`config.mk`:
```
export PLATFORM = sky130hd
export DESIGN_NAME = e1_hdlc_transmit_link
export DESIGN_NICKNAME = d
export VERILOG_FILES = /design/src/e1_tx_pkg.sv /design/src/tx_byte_fifo.sv /design/src/e1_hdlc_transmit_link.sv
export SDC_FILE = /design/constraint.sdc
export NUM_CORES = 1
export LEC_CHECK = 0
export BUFFER_PORTS_ARGS = -buffer_cell sky130_fd_sc_hd__buf_2
export CAP_MARGIN = 20
export CORE_ASPECT_RATIO = 2
export CORE_MARGIN = 2
export CORE_UTILIZATION = 50
export CTS_CLUSTER_SIZE = 12
export DETAILED_ROUTE_END_ITERATION = 7
export PLACE_DENSITY = 0.74
export SETUP_SLACK_MARGIN = 0.2
export SLEW_MARGIN = 20
export SYNTH_ARGS = -nofsm -noshare
export SYNTH_HDL_FRONTEND = slang
export SYNTH_SLANG_ARGS = --single-unit
```
`constraint.sdc`:
```
create_clock -name i_core_clk -period 5.1 [get_ports i_core_clk]
set_clock_uncertainty 0.05 [all_clocks]
set_input_delay 0.255 -clock i_core_clk [delete_from_list [all_inputs] [get_ports i_core_clk]]
set_output_delay 0.255 -clock i_core_clk [all_outputs]
set_load 0.02 [all_outputs]
```
`src/e1_tx_pkg.sv`:
```
// Shared constants for the E1 transmit packet link: register offsets,
// field positions, reset values, framing patterns and engine states.
// Assumes an 8-bit CPU register port and one 250 MHz core clock.
package e1_tx_pkg;
   // ---------------------------------------------------------------
   // Register offsets
   // ---------------------------------------------------------------
   localparam logic [7:0] OFF_LINK_SELECT = 8'h0A;
   localparam logic [7:0] OFF_LINK_ONE_POSITION = 8'h28;
   localparam logic [7:0] OFF_LINK_ONE_BIT_MASK = 8'h29;
   localparam logic [7:0] OFF_LINK_TWO_POSITION = 8'h2A;
   localparam logic [7:0] OFF_LINK_TWO_BIT_MASK = 8'h2B;
   localparam logic [7:0] OFF_LINK_THREE_POSITION = 8'h2C;
   localparam logic [7:0] OFF_LINK_THREE_BIT_MASK = 8'h2D;
   localparam logic [7:0] OFF_TX_CONTROL = 8'h50;
   localparam logic [7:0] OFF_UPPER_THRESHOLD = 8'h51;
   localparam logic [7:0] OFF_LOWER_THRESHOLD = 8'h52;
   localparam logic [7:0] OFF_IRQ_ENABLE = 8'h53;
   localparam logic [7:0] OFF_TX_STATUS = 8'h54;
   localparam logic [7:0] OFF_TX_DATA = 8'h55;
   // ---------------------------------------------------------------
   // Field positions
   // ---------------------------------------------------------------
   localparam int SEL_PATH_BIT = 3;
   localparam int SEL_LINK_LSB = 4;
   localparam int POS_EVEN_BIT = 7;
   localparam int POS_ODD_BIT = 6;
   localparam int POS_TS16_BIT = 5;
   localparam int CTL_ENABLE_BIT = 0;
   localparam int CTL_CRC_BIT = 1;
   localparam int CTL_EOM_BIT = 3;
   localparam int CTL_CLEAR_BIT = 6;
   localparam int ST_FULL_BIT = 3;
   localparam int ST_OVERRUN_BIT = 2;
   localparam int ST_UNDERRUN_BIT = 1;
   localparam int ST_LOW_FILL_BIT = 0;
   // ---------------------------------------------------------------
   // Reset values and framing constants
   // ---------------------------------------------------------------
   localparam logic [7:0] RST_ZERO = 8'h00;
   localparam logic [7:0] RST_UPPER_THRESHOLD = 8'h06;
   localparam logic [7:0] RST_LOWER_THRESHOLD = 8'h02;
   localparam logic [4:0] SLOT_SIXTEEN = 5'h10;
   localparam logic [7:0] HDLC_FLAG = 8'h7E;
   localparam logic [7:0] HDLC_ABORT = 8'hFF;
   localparam logic [15:0] CRC_INIT = 16'hFFFF;
   localparam logic [15:0] CRC_POLY_REFL = 16'h8408;
   localparam logic [2:0] ONES_BEFORE_STUFF = 3'h5;
   localparam logic [1:0] LINK_NONE = 2'h3;

   typedef enum logic [1:0] {ST_IDLE, ST_DATA, ST_FCS} tx_state_t;
endpackage

```
`src/tx_byte_fifo.sv`:
```
// Byte FIFO between the CPU data register and the HDLC serializer.
// Assumes one clock; a clear level empties it and holds it empty.
module tx_byte_fifo #(
   parameter int WIDTH = 8,
   parameter int DEPTH = 8
) (
   input wire logic i_core_clk,
   input wire logic i_rst_n,
   input wire logic i_clear,
   input wire logic i_in_valid,
   output logic o_in_ready,
   input wire logic [WIDTH-1:0] i_in_data,
   output logic o_out_valid,
   input wire logic i_out_ready,
   output logic [WIDTH-1:0] o_out_data,
   output logic [$clog2(DEPTH):0] o_level
);
   localparam int AW = $clog2(DEPTH);
   logic [WIDTH-1:0] mem_r [DEPTH];
   logic [AW-1:0] wr_ptr_r;
   logic [AW-1:0] rd_ptr_r;
   logic [AW:0] count_r;
   wire push = i_in_valid && o_in_ready;
   wire pop = o_out_valid && i_out_ready;
   wire [AW-1:0] wr_ptr_inc = (wr_ptr_r == AW'(DEPTH - 1)) ? '0 : wr_ptr_r + 1'b1;
   wire [AW-1:0] rd_ptr_inc = (rd_ptr_r == AW'(DEPTH - 1)) ? '0 : rd_ptr_r + 1'b1;

   assign o_in_ready = !i_clear && (count_r != (AW + 1)'(DEPTH));
   assign o_out_valid = !i_clear && (count_r != '0);
   assign o_out_data = mem_r[rd_ptr_r];
   assign o_level = count_r;

   always_ff @(posedge i_core_clk or negedge i_rst_n)
   begin
      if (!i_rst_n)
      begin
         wr_ptr_r <= '0;
         rd_ptr_r <= '0;
         count_r <= '0;
      end
      else if (i_clear)
      begin
         wr_ptr_r <= '0;
         rd_ptr_r <= '0;
         count_r <= '0;
      end
      else
      begin
         if (push)
            wr_ptr_r <= wr_ptr_inc;
         if (pop)
            rd_ptr_r <= rd_ptr_inc;
         count_r <= count_r + (AW + 1)'(push) - (AW + 1)'(pop);
      end
   end

   always_ff @(posedge i_core_clk)
   begin
      if (push)
         mem_r[wr_ptr_r] <= i_in_data;
   end
endmodule

```
`src/e1_hdlc_transmit_link.sv`:
```
// Transmit HDLC link inserter for one E1 framer: CPU registers, a byte
// FIFO and a bit-serial HDLC engine placing bits into chosen E1 positions.
// Assumes the framer gives one strobe per E1 bit with slot, bit and frame parity.
module e1_hdlc_transmit_link #(
   parameter int FIFO_DEPTH = 8
) (
   input wire logic i_core_clk,
   input wire logic i_rst_n,
   input wire logic [7:0] i_cpu_addr,
   input wire logic i_cpu_wr,
   input wire logic i_cpu_rd,
   input wire logic [7:0] i_cpu_wdata,
   output logic [7:0] o_cpu_rdata,
   output logic o_tx_fifo_ready,
   input wire logic i_bit_strobe,
   input wire logic [4:0] i_slot_num,
   input wire logic [2:0] i_bit_num,
   input wire logic i_odd_frame,
   output logic o_tx_bit,
   output logic o_tx_bit_valid,
   output logic [1:0] o_tx_link,
   output logic o_int_n
);
   import e1_tx_pkg::*;
   localparam int LW = $clog2(FIFO_DEPTH) + 1;

   // ---------------------------------------------------------------
   // Register file
   // ---------------------------------------------------------------
   logic [7:0] link_sel_r;
   logic [7:0] pos_r [3];
   logic [7:0] mask_r [3];
   logic [7:0] ctrl_r;
   logic [7:0] upper_thr_r;
   logic [7:0] lower_thr_r;
   logic [7:0] irq_en_r;
   logic overrun_r;
   logic underrun_r;
   logic eom_pending_r;

   wire wr_sel = i_cpu_wr && (i_cpu_addr == OFF_LINK_SELECT);
   wire wr_ctrl = i_cpu_wr && (i_cpu_addr == OFF_TX_CONTROL);
   wire wr_upper = i_cpu_wr && (i_cpu_addr == OFF_UPPER_THRESHOLD);
   wire wr_lower = i_cpu_wr && (i_cpu_addr == OFF_LOWER_THRESHOLD);
   wire wr_irq_en = i_cpu_wr && (i_cpu_addr == OFF_IRQ_ENABLE);
   wire wr_data = i_cpu_wr && (i_cpu_addr == OFF_TX_DATA);
   wire rd_status = i_cpu_rd && (i_cpu_addr == OFF_TX_STATUS);
   // transmit path gate
   // Position writes with the path bit low belong to the receive side
   wire pos_path_tx = link_sel_r[SEL_PATH_BIT];
   wire pos_area = (i_cpu_addr >= OFF_LINK_ONE_POSITION) && (i_cpu_addr <= OFF_LINK_THREE_BIT_MASK);
   wire [7:0] pos_ofs = i_cpu_addr - OFF_LINK_ONE_POSITION;
   wire [1:0] pos_idx = pos_ofs[2:1];
   wire wr_pos = i_cpu_wr && pos_area && pos_path_tx && !pos_ofs[0];
   wire wr_mask = i_cpu_wr && pos_area && pos_path_tx && pos_ofs[0];

   // ---------------------------------------------------------------
   // FIFO
   // ---------------------------------------------------------------
   wire fifo_clear = ctrl_r[CTL_CLEAR_BIT];
   wire fifo_in_ready;
   wire fifo_out_valid;
   wire fifo_pop;
   wire [7:0] fifo_out_data;
   wire [LW-1:0] fifo_level;
   wire [7:0] level8 = 8'(fifo_level);

   tx_byte_fifo #(
      .WIDTH(8),
      .DEPTH(FIFO_DEPTH)
   ) u_fifo (
      .i_core_clk(i_core_clk),
      .i_rst_n(i_rst_n),
      .i_clear(fifo_clear),
      .i_in_valid(wr_data),
      .o_in_ready(fifo_in_ready),
      .i_in_data(i_cpu_wdata),
      .o_out_valid(fifo_out_valid),
      .i_out_ready(fifo_pop),
      .o_out_data(fifo_out_data),
      .o_level(fifo_level)
   );
   assign o_tx_fifo_ready = fifo_in_ready;

   // ---------------------------------------------------------------
   // Status and interrupt
   // ---------------------------------------------------------------
   // threshold compares
   wire fill_at_upper = (level8 >= upper_thr_r);
   wire fifo_full = !fifo_in_ready && !fifo_clear;
   wire below_low_fill_flag = (level8 < lower_thr_r);
   wire overrun_set = wr_data && !fifo_in_ready;
   wire underrun_set;
   wire [7:0] status = {4'h0, fifo_full, overrun_r, underrun_r, below_low_fill_flag};
   wire irq_any = |(irq_en_r[3:0] & status[3:0]);

   // ---------------------------------------------------------------
   // Position match for the selected link
   // ---------------------------------------------------------------
   // selector picks link
   wire [1:0] tx_link_selector = link_sel_r[SEL_LINK_LSB +: 2];
   wire link_ok = (tx_link_selector != LINK_NONE);
   wire [1:0] link_idx = link_ok ? tx_link_selector : 2'h0;
   wire [7:0] cur_pos = pos_r[link_idx];
   wire [7:0] cur_mask = mask_r[link_idx];
   wire slot_sixteen_enable = cur_pos[POS_TS16_BIT];
   wire parity_ok = i_odd_frame ? cur_pos[POS_ODD_BIT] : cur_pos[POS_EVEN_BIT];
   wire [2:0] mask_idx = 3'h7 - i_bit_num;
   // frame parity, chosen slot, bit mask
   wire pos_match = slot_sixteen_enable ? (i_slot_num == SLOT_SIXTEEN)
      : (parity_ok && (i_slot_num == cur_pos[4:0]) && cur_mask[mask_idx]);
   wire link_on = ctrl_r[CTL_ENABLE_BIT] && link_ok && !fifo_clear;
   wire bit_tick = i_bit_strobe && link_on && pos_match;

   // ---------------------------------------------------------------
   // HDLC engine
   // ---------------------------------------------------------------
   tx_state_t state_r;
   tx_state_t state_nxt;
   logic [7:0] shift_r;
   logic [7:0] shift_nxt;
   logic [2:0] bcnt_r;
   logic [2:0] ones_r;
   logic [2:0] ones_nxt;
   logic [15:0] crc_r;
   logic [15:0] crc_nxt;
   logic [7:0] fcs_hi_r;
   logic fcs_second_r;
   logic fcs_second_nxt;
   logic out_bit;
   logic pop_req;
   logic underrun_hit;
   logic eom_done;

   wire framed = (state_r != ST_IDLE);
   // stuff a zero after five ones
   // Ones count only while framed, so a five-ones tail still gets its zero
   wire stuff_now = (ones_r == ONES_BEFORE_STUFF);
   wire byte_end = !stuff_now && (bcnt_r == 3'h7);
   wire start_ok = fifo_out_valid && (eom_pending_r || fill_at_upper);
   wire crc_fb = crc_r[0] ^ shift_r[0];
   wire [15:0] crc_step = {1'b0, crc_r[15:1]} ^ (crc_fb ? CRC_POLY_REFL : 16'h0000);

   assign fifo_pop = bit_tick && pop_req;
   assign underrun_set = bit_tick && underrun_hit;

   always_comb
   begin
      state_nxt = state_r;
      shift_nxt = {1'b0, shift_r[7:1]};
      ones_nxt = ones_r;
      crc_nxt = crc_r;
      fcs_second_nxt = fcs_second_r;
      out_bit = shift_r[0];
      pop_req = 1'b0;
      underrun_hit = 1'b0;
      eom_done = 1'b0;
      if (stuff_now)
      begin
         out_bit = 1'b0;
         shift_nxt = shift_r;
         ones_nxt = 3'h0;
      end
      else
      begin
         if (framed)
            ones_nxt = shift_r[0] ? ones_r + 3'h1 : 3'h0;
         if (state_r == ST_DATA)
            crc_nxt = crc_step;
      end
      if (byte_end)
      begin
         case (state_r)
            ST_IDLE:
            begin
               // Run of ones carries across data bytes; only idle flag and abort bytes restart it
               ones_nxt = 3'h0;
               shift_nxt = HDLC_FLAG;
               if (start_ok)
               begin
                  shift_nxt = fifo_out_data;
                  pop_req = 1'b1;
                  crc_nxt = CRC_INIT;
                  state_nxt = ST_DATA;
               end
            end
            ST_DATA:
            begin
               if (fifo_out_valid)
               begin
                  shift_nxt = fifo_out_data;
                  pop_req = 1'b1;
               end
               // append check sequence only when enabled
               else if (eom_pending_r && ctrl_r[CTL_CRC_BIT])
               begin
                  shift_nxt = ~crc_step[7:0];
                  fcs_second_nxt = 1'b0;
                  state_nxt = ST_FCS;
               end
               else if (eom_pending_r)
               begin
                  shift_nxt = HDLC_FLAG;
                  eom_done = 1'b1;
                  state_nxt = ST_IDLE;
               end
               else
               begin
                  // Starved mid-packet: abort with ones, then flags
                  shift_nxt = HDLC_ABORT;
                  underrun_hit = 1'b1;
                  state_nxt = ST_IDLE;
               end
            end
            ST_FCS:
            begin
               if (!fcs_second_r)
               begin
                  shift_nxt = fcs_hi_r;
                  fcs_second_nxt = 1'b1;
               end
               else
               begin
                  shift_nxt = HDLC_FLAG;
                  eom_done = 1'b1;
                  state_nxt = ST_IDLE;
               end
            end
            default:
            begin
               shift_nxt = HDLC_FLAG;
               state_nxt = ST_IDLE;
            end
         endcase
      end
   end

   always_ff @(posedge i_core_clk or negedge i_rst_n)
   begin
      if (!i_rst_n)
      begin
         state_r <= ST_IDLE;
         shift_r <= HDLC_FLAG;
         bcnt_r <= 3'h0;
         ones_r <= 3'h0;
         crc_r <= CRC_INIT;
         fcs_hi_r <= RST_ZERO;
         fcs_second_r <= 1'b0;
      end
      else if (!link_on)
      begin
         state_r <= ST_IDLE;
         shift_r <= HDLC_FLAG;
         bcnt_r <= 3'h0;
         ones_r <= 3'h0;
      end
      else if (bit_tick)
      begin
         state_r <= state_nxt;
         shift_r <= shift_nxt;
         ones_r <= ones_nxt;
         crc_r <= crc_nxt;
         fcs_second_r <= fcs_second_nxt;
         if (!stuff_now)
            bcnt_r <= bcnt_r + 3'h1;
         if (state_r == ST_DATA && byte_end)
            fcs_hi_r <= ~crc_step[15:8];
      end
   end

   // ---------------------------------------------------------------
   // Register writes, sticky flags, outputs
   // ---------------------------------------------------------------
   always_ff @(posedge i_core_clk or negedge i_rst_n)
   begin
      if (!i_rst_n)
      begin
         link_sel_r <= RST_ZERO;
         pos_r <= '{RST_ZERO, RST_ZERO, RST_ZERO};
         mask_r <= '{RST_ZERO, RST_ZERO, RST_ZERO};
         ctrl_r <= RST_ZERO;
         upper_thr_r <= RST_UPPER_THRESHOLD;
         lower_thr_r <= RST_LOWER_THRESHOLD;
         irq_en_r <= RST_ZERO;
         overrun_r <= 1'b0;
         underrun_r <= 1'b0;
         eom_pending_r <= 1'b0;
         o_cpu_rdata <= RST_ZERO;
         o_tx_bit <= 1'b1;
         o_tx_bit_valid <= 1'b0;
         o_tx_link <= 2'h0;
         o_int_n <= 1'b1;
      end
      else
      begin
         if (wr_sel)
            link_sel_r <= i_cpu_wdata;
         if (wr_pos)
            pos_r[pos_idx] <= i_cpu_wdata;
         if (wr_mask)
            mask_r[pos_idx] <= i_cpu_wdata;
         // clear bit held as a level
         if (wr_ctrl)
            ctrl_r <= i_cpu_wdata & 8'hF7;
         if (wr_upper)
            upper_thr_r <= i_cpu_wdata;
         if (wr_lower)
            lower_thr_r <= i_cpu_wdata;
         if (wr_irq_en)
            irq_en_r <= i_cpu_wdata & 8'h0F;
         // Set wins over the read-clear
         overrun_r <= overrun_set || (overrun_r && !rd_status);
         underrun_r <= underrun_set || (underrun_r && !rd_status);
         // End-of-message is a strobe; the mark waits for the packet's end
         if (wr_ctrl && i_cpu_wdata[CTL_EOM_BIT])
            eom_pending_r <= 1'b1;
         else if ((bit_tick && eom_done) || fifo_clear)
            eom_pending_r <= 1'b0;
         o_cpu_rdata <= rd_data_mux();
         o_tx_bit_valid <= bit_tick;
         if (bit_tick)
            o_tx_bit <= out_bit;
         o_tx_link <= link_idx;
         o_int_n <= !irq_any;
      end
   end

   function automatic logic [7:0] rd_data_mux();
      logic [7:0] v;
      v = RST_ZERO;
      if (i_cpu_addr == OFF_LINK_SELECT)
         v = link_sel_r;
      else if (pos_area && !pos_ofs[0] && pos_idx != 2'h3)
         v = pos_r[pos_idx];
      else if (pos_area && pos_ofs[0] && pos_idx != 2'h3)
         v = mask_r[pos_idx];
      else if (i_cpu_addr == OFF_TX_CONTROL)
         v = ctrl_r;
      else if (i_cpu_addr == OFF_UPPER_THRESHOLD)
         v = upper_thr_r;
      else if (i_cpu_addr == OFF_LOWER_THRESHOLD)
         v = lower_thr_r;
      else if (i_cpu_addr == OFF_IRQ_ENABLE)
         v = irq_en_r;
      else if (i_cpu_addr == OFF_TX_STATUS)
         v = status;
      return v;
   endfunction
endmodule

```
==> results_dict.tcl, run 1 <==
set metrics [dict create \
    syn_area_mm2 0.0105 \
    antenna_found_initial 0 \
    core-area_mm2 0.0208 \
    syn_inst 822 \
    p_per_area_mw_per_mm2 321 \
    die_y_um 209 \
    start_kind "register" \
    synth_commonest_cells "dfrtp_1, mux2i_1, edfxtp_1, mux2_1, nand2_1" \
    clk_pin_slew_worst_paths_ns 0.06 \
    yosysUniqueCellTypes 73 \
    cts_tree "built" \
    finalNetCount 909 \
    grt_remaining_overflow 0 \
    r2r_setup_slack_ns 0.86 \
    ys_seq_area_frac 0.543 \
    hpwlAfterDp_um 18900 \
    synth_edf_count 64 \
    setup_ws_ns 0.857 \
    syn_to_final_growth_pct 10.5 \
    synth_top_area_frac 0.292 \
    yosys_register_bits 214 \
    worst_pin_slew_ns 1.04 \
    drt-initial-drc-count 392 \
    synth.most_common_cell "dfrtp_1" \
    setup_viol 0 \
    route.detailed.drc 0 \
    fp.dieW_um 107 \
    num_rows 75 \
    fin_hold_ws_ns 0.0672 \
    cts.path.max_buffers 3 \
    cp-end-kind "register" \
    drt-total-wl_um 26600 \
    vias 7028 \
    place_area_mm2 0.0109 \
    grt_max_degree 114 \
    synth_fp_nets 879 \
    via_per_inst 6.18 \
    first_pass_iters 5 \
    finalPower_mw 3.73 \
    clock_latency_ns 0.53 \
    fin_tns_setup_ns 0 \
    worstHoldPathType "input port to register" \
    async_flop_share 0.701 \
    finalMaxSlewViolations 0 \
    cts-buffers-inserted 22 \
    n_antenna_cell 0 \
    syn_area_per_cell_um2 12.8 \
    synth_top_flop_cell "dfrtp_1" \
    irDropWorstVdd_mv 0.249 \
    groute.usage.overall 0.246 \
    avgRoutedWirePerCell_um 23.4 \
    hold_path_depth 4 \
    ctsResizeCount 0 \
    multi_input_area_mm2 0.00448 \
    htreeDepth 1 \
    slew_headroom 0.298 \
    clock-sinks 214 \
    drtAntennaViolNets 0 \
    synth_area_leader_cell "dfrtp_1" \
    yosys_warnings 0 \
    ys_top_cells_by_area "dfrtp_1, edfxtp_1, dfstp_2, mux2i_1, mux2_1" \
    drv_cap 0 \
    cts_setup_buffers 0 \
    grt_pass1_vias 7360 \
    layout-drive-gt1-share 0.194 \
    start_util 0.505 \
    pin_count 44 \
    crit_type "register to register" \
    crit_arrival_ns 4.56 \
    cp.required_ns 5.42 \
    clock.fmax_mhz 236 \
    worstPathMaxFanout 15 \
    hold_buffers 1 \
    die_area_mm2 0.0223 \
    place_congestion 0.953 \
    port_buffers 43 \
    postLayoutCellArea_mm2 0.0116 \
    ff_latch_area_mm2 0.00571 \
    grt_pass1_wl_um 41500 \
    rsz0062_at_grt "false" \
    pre_cts_ws_ns 0.881 \
    cts_root_buffer "clkbuf_16" \
    fin_crit_sh 0.832 \
    hold_violations 0 \
    ff2ff_path_depth 11 \
    fillers 1772 \
    p_leak_nw 5.03 \
    min_period_ns 4.24 \
    status "finished clean" \
]
-- logic make-up (layout without fill, tap and decap cells) --
kind of cell / Yosys count / after routing / share of synthesized area
multiplexers: 174 / 174 / 0.200
AO/OA/AOI/OAI: 140 / 140 / 0.0936
XOR/XNOR: 13 / 13 / 0.0108
adder cells (fa/ha/maj): 27 / 27 / 0.0328
flip-flops: 214 / 214 / 0.543
AND/OR/NAND/NOR: 173 / 173 / 0.0870
buffers and inverters: 81 / 127 / 0.0328
-- layout make-up --
type / count / share of cell area
multi-input cells: 527 / 0.385
inverters: 34 / 0.0110
repair buffers: 53 / 0.0259
flip-flops and latches: 214 / 0.491
clock inverters: 2 / 0.00204
clock buffers: 38 / 0.0560
well taps: 269 / 0.0289
-- metal layers --
metal	part of all wire	up-vias	GRT usage	routed length [um]
met3	0.039	93	0.0253	1030
met2	0.54	253	0.450	14500
met4	0.074	0	0.169	1960
met1	0.34	3569	0.259	9160
li1	-	3113	-	-
met5	0	-	0	0
-- critical path, stage by stage (launching register included) --
cell and delay (ns):
dfrtp_1 0.70, nor2b_4 0.37, mux4_2 0.28, nor4b_1 0.05, or4_1 0.53, or4_4 0.61
a211oi_4 0.40, ha_1 0.30, inv_1 0.06, ha_1 0.18, fa_1 0.40, nor2b_1 0.14
-- flip-flops by register name, indices dropped and copies added (netlist names), 7 cells and up --
| name | count |
|---|---|
| mask_r | 24 |
| u_fifo.mem_r | 64 |
| lower_thr_r | 8 |
| pos_r | 24 |
| upper_thr_r | 8 |
| fcs_hi_r | 8 |
| ctrl_r | 7 |
| link_sel_r | 8 |
| o_cpu_rdata | 8 |
| shift_r | 8 |
| crc_r | 16 |
-- report_power, final --
group          switching [mW]  leakage (nW)  internal (mW)  total, mW
logic                   0.228          2.19          0.139      0.367
clock network           0.657         0.321          0.866       1.52
registers              0.0409          2.52           1.80       1.84
total                   0.926          5.03           2.81       3.73
-- cell usage in the layout (no fill, tap or decap), types with 22 or more instances in the layout --
master,netlist,routed
dfrtp_1,123,123
mux2i_1,69,69
edfxtp_1,64,64
mux2_1,55,55
nand2_1,49,49
buf_2,6,42
nor2_1,41,41
a21oi_1,34,34
inv_1,33,33
mux2_2,29,29
dfstp_2,27,27
ha_1,26,26
clkbuf_16,0,22
-- worst paths after layout --
check,startpoint,endpoint
worst max-delay path,link_sel_r[4]$_DFFE_PN0P_,u_fifo.o_level[1]$_DFF_PN0_
worst max register to register,link_sel_r[4]$_DFFE_PN0P_,u_fifo.o_level[1]$_DFF_PN0_
min in group asynchronous,i_rst_n,ones_r[1]$_DFFE_PN0P_
worst min-delay path,i_cpu_rd,overrun_r$_DFF_PN0_
max in group asynchronous,i_rst_n,mask_r[0]$_DFFE_PN0P_
worst min register to register,bcnt_r[0]$_DFFE_PN0P_,bcnt_r[0]$_DFFE_PN0P_
-- stage by stage --
step,util,instances
2_1_floorplan,-,822
3_3_place_gp,0.525,1096
3_5_place_dp,0.525,1096
4_1_cts,0.558,1137
5_1_grt,0.558,1137
6_report,0.558,1137
(Power assumes the default switching activity.)
==> run 2: changes to the inputs <==
--- a/config.mk
+++ b/config.mk
@@ -5,6 +5,7 @@
 export SDC_FILE = /design/constraint.sdc
 export NUM_CORES = 1
 export LEC_CHECK = 0
+export ABC_AREA = 1
 export BUFFER_PORTS_ARGS = -buffer_cell sky130_fd_sc_hd__buf_2
 export CAP_MARGIN = 20
 export CORE_ASPECT_RATIO = 2
==> constraint.sdc (replaced) <==
create_clock -name i_core_clk -period 4 [get_ports i_core_clk]
set_clock_uncertainty 0.05 [all_clocks]
set_input_delay 0.2 -clock i_core_clk [delete_from_list [all_inputs] [get_ports i_core_clk]]
set_output_delay 0.2 -clock i_core_clk [all_outputs]
set_load 0.02 [all_outputs]
==> results_dict.tcl, run 2 <==
set metrics [dict create \
    cpMostUsedCell "nand2_1" \
    clock-sinks 214 \
    syn_inst 1253 \
    layout-drive-gt1-share 0.0978 \
    async_flop_share 0.701 \
    syn_area_mm2 0.0107 \
    crit_arrival_ns 3.71 \
    cts_tree "built" \
    fillers 1923 \
    fin_hold_ws_ns 0.0690 \
    fin_cells 1588 \
    ys_seq_area_frac 0.535 \
    fp.dieW_um 107 \
    synth_edf_count 64 \
    core-area_mm2 0.0209 \
    post-route-util 0.570 \
    syn_area_per_cell_um2 8.52 \
    port_buffers 43 \
    final_cell_mix "nand2_1, o21ai_0, inv_1, dfrtp_1, nand3_1" \
    vias 9073 \
    p_leak_nw 5.28 \
    hpwlAfterDp_um 23000 \
    dp.cells 1538 \
    start_util 0.510 \
    place_area_mm2 0.0112 \
    rsz0062_at_grt "false" \
    critPathSlowestCell "dfrtp_1" \
    worst_pin_slew_ns 0.968 \
    drv_cap 0 \
    drtAntennaViolNets 0 \
    die_y_um 211 \
    synth_top_area_frac 0.288 \
    syn_to_final_growth_pct 11.8 \
    p_per_area_mw_per_mm2 377 \
    min_period_ns 3.37 \
    synth_fp_nets 1310 \
    fin_tns_setup_ns 0 \
    path_cells "inv_1, nor2_2, nand2_1, nand3_1, nand2_1, nand2_1, nand2_1, nor2_2, nand3_1, nor2_1, nor2_1, nor2_4, nand2_1, a21oi_1, ha_1, inv_1, ha_1, fa_1, inv_1, nor2_1" \
    multi_input_area_mm2 0.00428 \
    via_per_inst 5.71 \
    die_area_mm2 0.0226 \
    cts-buffers-inserted 22 \
    largest_register_ff_count 64 \
    worstHoldPathType "input port to register" \
    clock_latency_ns 0.53 \
    critPathBufInv 3 \
    grt_pass1_vias 9164 \
    htreeDepth 1 \
    yosys_register_bits 214 \
    grt_max_degree 78 \
    finalNetCount 1360 \
    cp.required_ns 4.35 \
    slew_headroom 0.349 \
    cts.path.max_buffers 3 \
    yosys_warnings 0 \
    regMostFlops "u_fifo.mem_r" \
    finalMaxSlewViolations 0 \
    cp_top_family "simple AND/OR/NAND/NOR gates" \
    yosysUniqueCellTypes 48 \
    fin_crit_sh 0.841 \
    avgRoutedWirePerCell_um 19.7 \
    grt_remaining_overflow 0 \
    clock.fmax_mhz 297 \
    crit_type "register to register" \
    postLayoutCellArea_mm2 0.0119 \
    synth_area_leader_cell "dfrtp_1" \
    n_antenna_cell 0 \
    first_pass_iters 5 \
    irDropWorstVdd_mv 0.315 \
    ff_latch_area_mm2 0.00571 \
    num_rows 75 \
    hold_violations 0 \
    clk_pin_slew_worst_paths_ns 0.06 \
    ys_top_cells_by_area "dfrtp_1, edfxtp_1, nand2_1, o21ai_0, dfstp_2" \
    synth_commonest_cells "nand2_1, o21ai_0, inv_1, dfrtp_1, nand3_1" \
    setup_viol 0 \
    synth.most_common_cell "nand2_1" \
    status "finished clean" \
    grt_pass1_wl_um 49800 \
    layout_commonest_cell "nand2_1" \
    synth_top_flop_cell "dfrtp_1" \
    worstPathMaxFanout 13 \
    cp-end-kind "register" \
    route.detailed.drc 0 \
    antenna_found_initial 0 \
    start_kind "register" \
    pin_count 44 \
    max_stage_delay_ns 0.57 \
    cts_root_buffer "clkbuf_16" \
    place_congestion 1.02 \
    drt-initial-drc-count 547 \
    drt-total-wl_um 31300 \
    groute.usage.overall 0.291 \
    largest_registers "u_fifo.mem_r: 64 flops, mask_r: 24 flops, pos_r: 24 flops" \
]
run 2: changes by cell type after synthesis, sizes merged, moves of 43 or more:
cell   before  now
nand3      14  110
mux2       84    0
nor2       41   84
o21ai      27  164
inv        34  131
nand2      50  336
mux2i      69    0
run 2: cells by family after synthesis:
group / Yosys count / synth area share
XOR/XNOR: 5 / 0.00410
adder cells (fa/ha/maj): 27 / 0.0323
buffers and inverters: 178 / 0.0652
flip-flops: 214 / 0.535
AND/OR/NAND/NOR: 565 / 0.223
AO/OA/AOI/OAI: 264 / 0.141
run 2: area by class of cell:
type	count	share of cell area
clock buffers	38	0.0520
flip-flops and latches	214	0.478
multi-input cells	861	0.359
inverters	135	0.0425
clock inverters	2	0.00231
well taps	269	0.0282
repair buffers	69	0.0381
run 2: path summary, 6_finish.rpt:
path | start | to | slack (ns) | depth (start not counted)
min | i_cpu_addr[0] | o_cpu_rdata[0]$_DFF_PN0_ | 0.07 | 3
max in group asynchronous | i_rst_n | crc_r[3]$_DFFE_PN1P_ | 2.82 | 3
max | link_sel_r[4]$_DFFE_PN0P_ | u_fifo.o_level[1]$_DFF_PN0_ | 0.63 | 20
max reg2reg | link_sel_r[4]$_DFFE_PN0P_ | u_fifo.o_level[1]$_DFF_PN0_ | 0.63 | 20
min in group asynchronous | i_rst_n | pos_r[10]$_DFFE_PN0P_ | 0.21 | 2
min reg2reg | fcs_hi_r[3]$_DFFE_PN0P_ | fcs_hi_r[3]$_DFFE_PN0P_ | 0.43 | 2
run 2: metrics by stage:
stage | total power [mW] | setup slack (ns)
after floorplan | 2.48 | 1.08
after global placement | 2.62 | 0.590
after detailed placement | 2.62 | 0.457
after CTS | 4.53 | 0.437
after global routing | 4.66 | 0.301
final | 4.50 | 0.635
run 2: metal layers:
layer	wire length, um	part of all wire	global-route usage	vias up
met5	0	0	0	-
met1	10500	0.33	0.300	4269
li1	-	-	-	4325
met4	3050	0.097	0.248	0
met2	16200	0.52	0.508	334
met3	1590	0.051	0.0383	145
run 2: worst register-to-register path, delay by kind of cell, from the launching register on:
family          cells  cell delay [ns]
compound gates      1             0.14
flops               1             0.57
fa+ha+maj           3             0.87
simple gates       13             1.36
buf+inv             3             0.28
run 2: timing repair:
action                     4_1_cts  5_1_grt
setup buffers                    0        0
resized for setup                0        1
hold buffers                    10        0
hold endpoints to repair       142        0
setup endpoints to repair        0        3
run 2: power breakdown:
group          internal [mW]  switching, mW  total, mW
registers               2.28         0.0247       2.31
logic                 0.0762          0.208      0.284
clock network           1.06          0.854       1.91
==> run 3: changes to the inputs <==
--- a/config.mk
+++ b/config.mk
@@ -13,7 +13,7 @@
 export CORE_UTILIZATION = 50
 export CTS_CLUSTER_SIZE = 12
 export DETAILED_ROUTE_END_ITERATION = 7
-export PLACE_DENSITY = 0.74
+export PLACE_DENSITY = 0.76
 export SETUP_SLACK_MARGIN = 0.2
 export SLEW_MARGIN = 20
 export SYNTH_ARGS = -nofsm -noshare
==> constraint.sdc (replaced) <==
create_clock -name i_core_clk -period 2.8 [get_ports i_core_clk]
set_clock_uncertainty 0.05 [all_clocks]
set_input_delay 0.14 -clock i_core_clk [delete_from_list [all_inputs] [get_ports i_core_clk]]
set_output_delay 0.14 -clock i_core_clk [all_outputs]
set_load 0.02 [all_outputs]
==> results_dict.tcl, run 3 (synthesis results as in run 2) <==
set metrics [dict create \
    drv_cap 0 \
    layout_commonest_cell "nand2_1" \
    first_pass_iters 5 \
    cts.path.max_buffers 3 \
    grt_use_met1 0.302 \
    irDropWorstVdd_mv 0.486 \
    setup_viol 3 \
    path_cells "clkinv_4, nor2_4, buf_6, nand2_1, nand3_1, nand3_2, nand3_2, nand2_2, nand2_4, nor2_4, nor2_4, nor2_4, nand2_4, a21oi_2, ha_1, inv_1, ha_2, fa_1, xnor2_1, nor2_1" \
    drt-total-wl_um 32900 \
    place_area_mm2 0.0115 \
    clock.fmax_mhz 347 \
    antenna_found_initial 1 \
    cp-end-kind "register" \
    pre_cts_ws_ns -0.121 \
    status "finished with violations" \
    fin_tns_setup_ns -0.138 \
    cp_top_family "simple AND/OR/NAND/NOR gates" \
    cts-buffers-inserted 21 \
    layout-drive-gt1-share 0.157 \
    finalPower_mw 6.36 \
    finalMaxSlewViolations 0 \
    p_leak_nw 5.61 \
    fp.dieW_um 107 \
    critPathBufInv 3 \
    via_per_inst 5.76 \
    critPathSlowestCell "dfrtp_2" \
    clk_pin_slew_worst_paths_ns 0.06 \
    rsz0062_at_grt "true" \
    final_cell_mix "nand2_1, o21ai_0, inv_1, dfrtp_1, nand3_1" \
    htreeDepth 1 \
    start_util 0.510 \
    largest_registers "u_fifo.mem_r: 64 flops, mask_r: 24 flops, pos_r: 24 flops" \
    min_period_ns 2.88 \
    postLayoutCellArea_mm2 0.0126 \
    groute.usage.overall 0.298 \
    fin_cells 1642 \
    drtAntennaViolNets 0 \
    fin_hold_ws_ns 0.0270 \
    cts_tree "built" \
    worstHoldPathType "input port to register" \
    violations "negative setup slack" \
    grt_remaining_overflow 0 \
    hpwlAfterDp_um 23900 \
    vias 9463 \
    post-route-util 0.601 \
    die_area_mm2 0.0226 \
    fin_crit_sh 1.03 \
    crit_arrival_ns 3.23 \
    die_y_um 211 \
    worstPathMaxFanout 5 \
    port_buffers 43 \
    setup_ws_ns -0.0830 \
    p_per_area_mw_per_mm2 506 \
    place_congestion 0.993 \
    crit_type "register to register" \
    grt_max_degree 69 \
    largest_register_ff_count 64 \
    start_kind "register" \
    top_usage_layer "met2" \
    hold_violations 0 \
    drt-initial-drc-count 608 \
    finalNetCount 1414 \
    clock_latency_ns 0.51 \
    grt_pass1_wl_um 50600 \
    dp.cells 1580 \
    num_rows 75 \
    global_route.usage.met3 0.0275 \
    pin_count 44 \
    worst_pin_slew_ns 0.792 \
    met2_usage 0.536 \
    core-area_mm2 0.0209 \
    syn_to_final_growth_pct 17.8 \
    regMostFlops "u_fifo.mem_r" \
    avgRoutedWirePerCell_um 20.0 \
    grt_pass1_vias 9445 \
    clock-sinks 214 \
    cp.required_ns 3.15 \
    cts_root_buffer "clkbuf_16" \
    route.detailed.drc 0 \
    cpMostUsedCell "nor2_4" \
    max_stage_delay_ns 0.44 \
    slew_headroom 0.467 \
]
[run 3: layer usage]
layer / vias up / wire length (um)
li1: 4428 / -
met1: 4452 / 10600
met2: 420 / 17400
met3: 163 / 1590
met4: 0 / 3320
met5: - / 0
[run 3: tightest hold or removal path, cell delays in order]
cell and delay, ns:
buf_2 0.11, nand3_1 0.07, nor3_1 0.06, nand4_1 0.09, o21ai_0 0.07
[run 3: path summary, 6_finish.rpt]
check | from | end | slack [ns] | cells past startpoint
setup / recovery | link_sel_r[4]$_DFFE_PN0P_ | u_fifo.o_level[2]$_DFF_PN0_ | -0.08 | 20
hold / removal | i_cpu_addr[4] | overrun_r$_DFF_PN0_ | 0.03 | 5
setup reg to reg | link_sel_r[4]$_DFFE_PN0P_ | u_fifo.o_level[2]$_DFF_PN0_ | -0.08 | 20
hold reg to reg | crc_r[11]$_DFFE_PN1P_ | crc_r[11]$_DFFE_PN1P_ | 0.43 | 2
max in group asynchronous | i_rst_n | crc_r[12]$_DFFE_PN1P_ | 1.79 | 3
min in group asynchronous | i_rst_n | pos_r[16]$_DFFE_PN0P_ | 0.14 | 2
[run 3: final cells by class]
class / count / area, um2
fill: 1800 / 8350
sequential: 214 / 5710
multi-input combinational: 864 / 4500
timing repair buffer: 121 / 907
clock buffer: 37 / 586
inverter: 135 / 524
tap: 269 / 337
clock inverter: 1 / 8.76
antenna: 1 / 2.50
[run 3: what timing repair did]
item                                    CTS  global route
endpoints found under the setup margin   12            12
pin swaps                                 4             7
buffers inserted                          2             5
resized for setup                        11            54
gates cloned                              0             3
hold endpoints to repair                133             0
hold buffers                             13             0
[run 3: report_power, final]
group	leakage, nW	internal, mW	switching [mW]
Combinational	2.77	0.157	0.337
Clock	0.282	1.41	1.16
Sequential	2.55	3.26	0.0312
Total	5.61	4.83	1.53
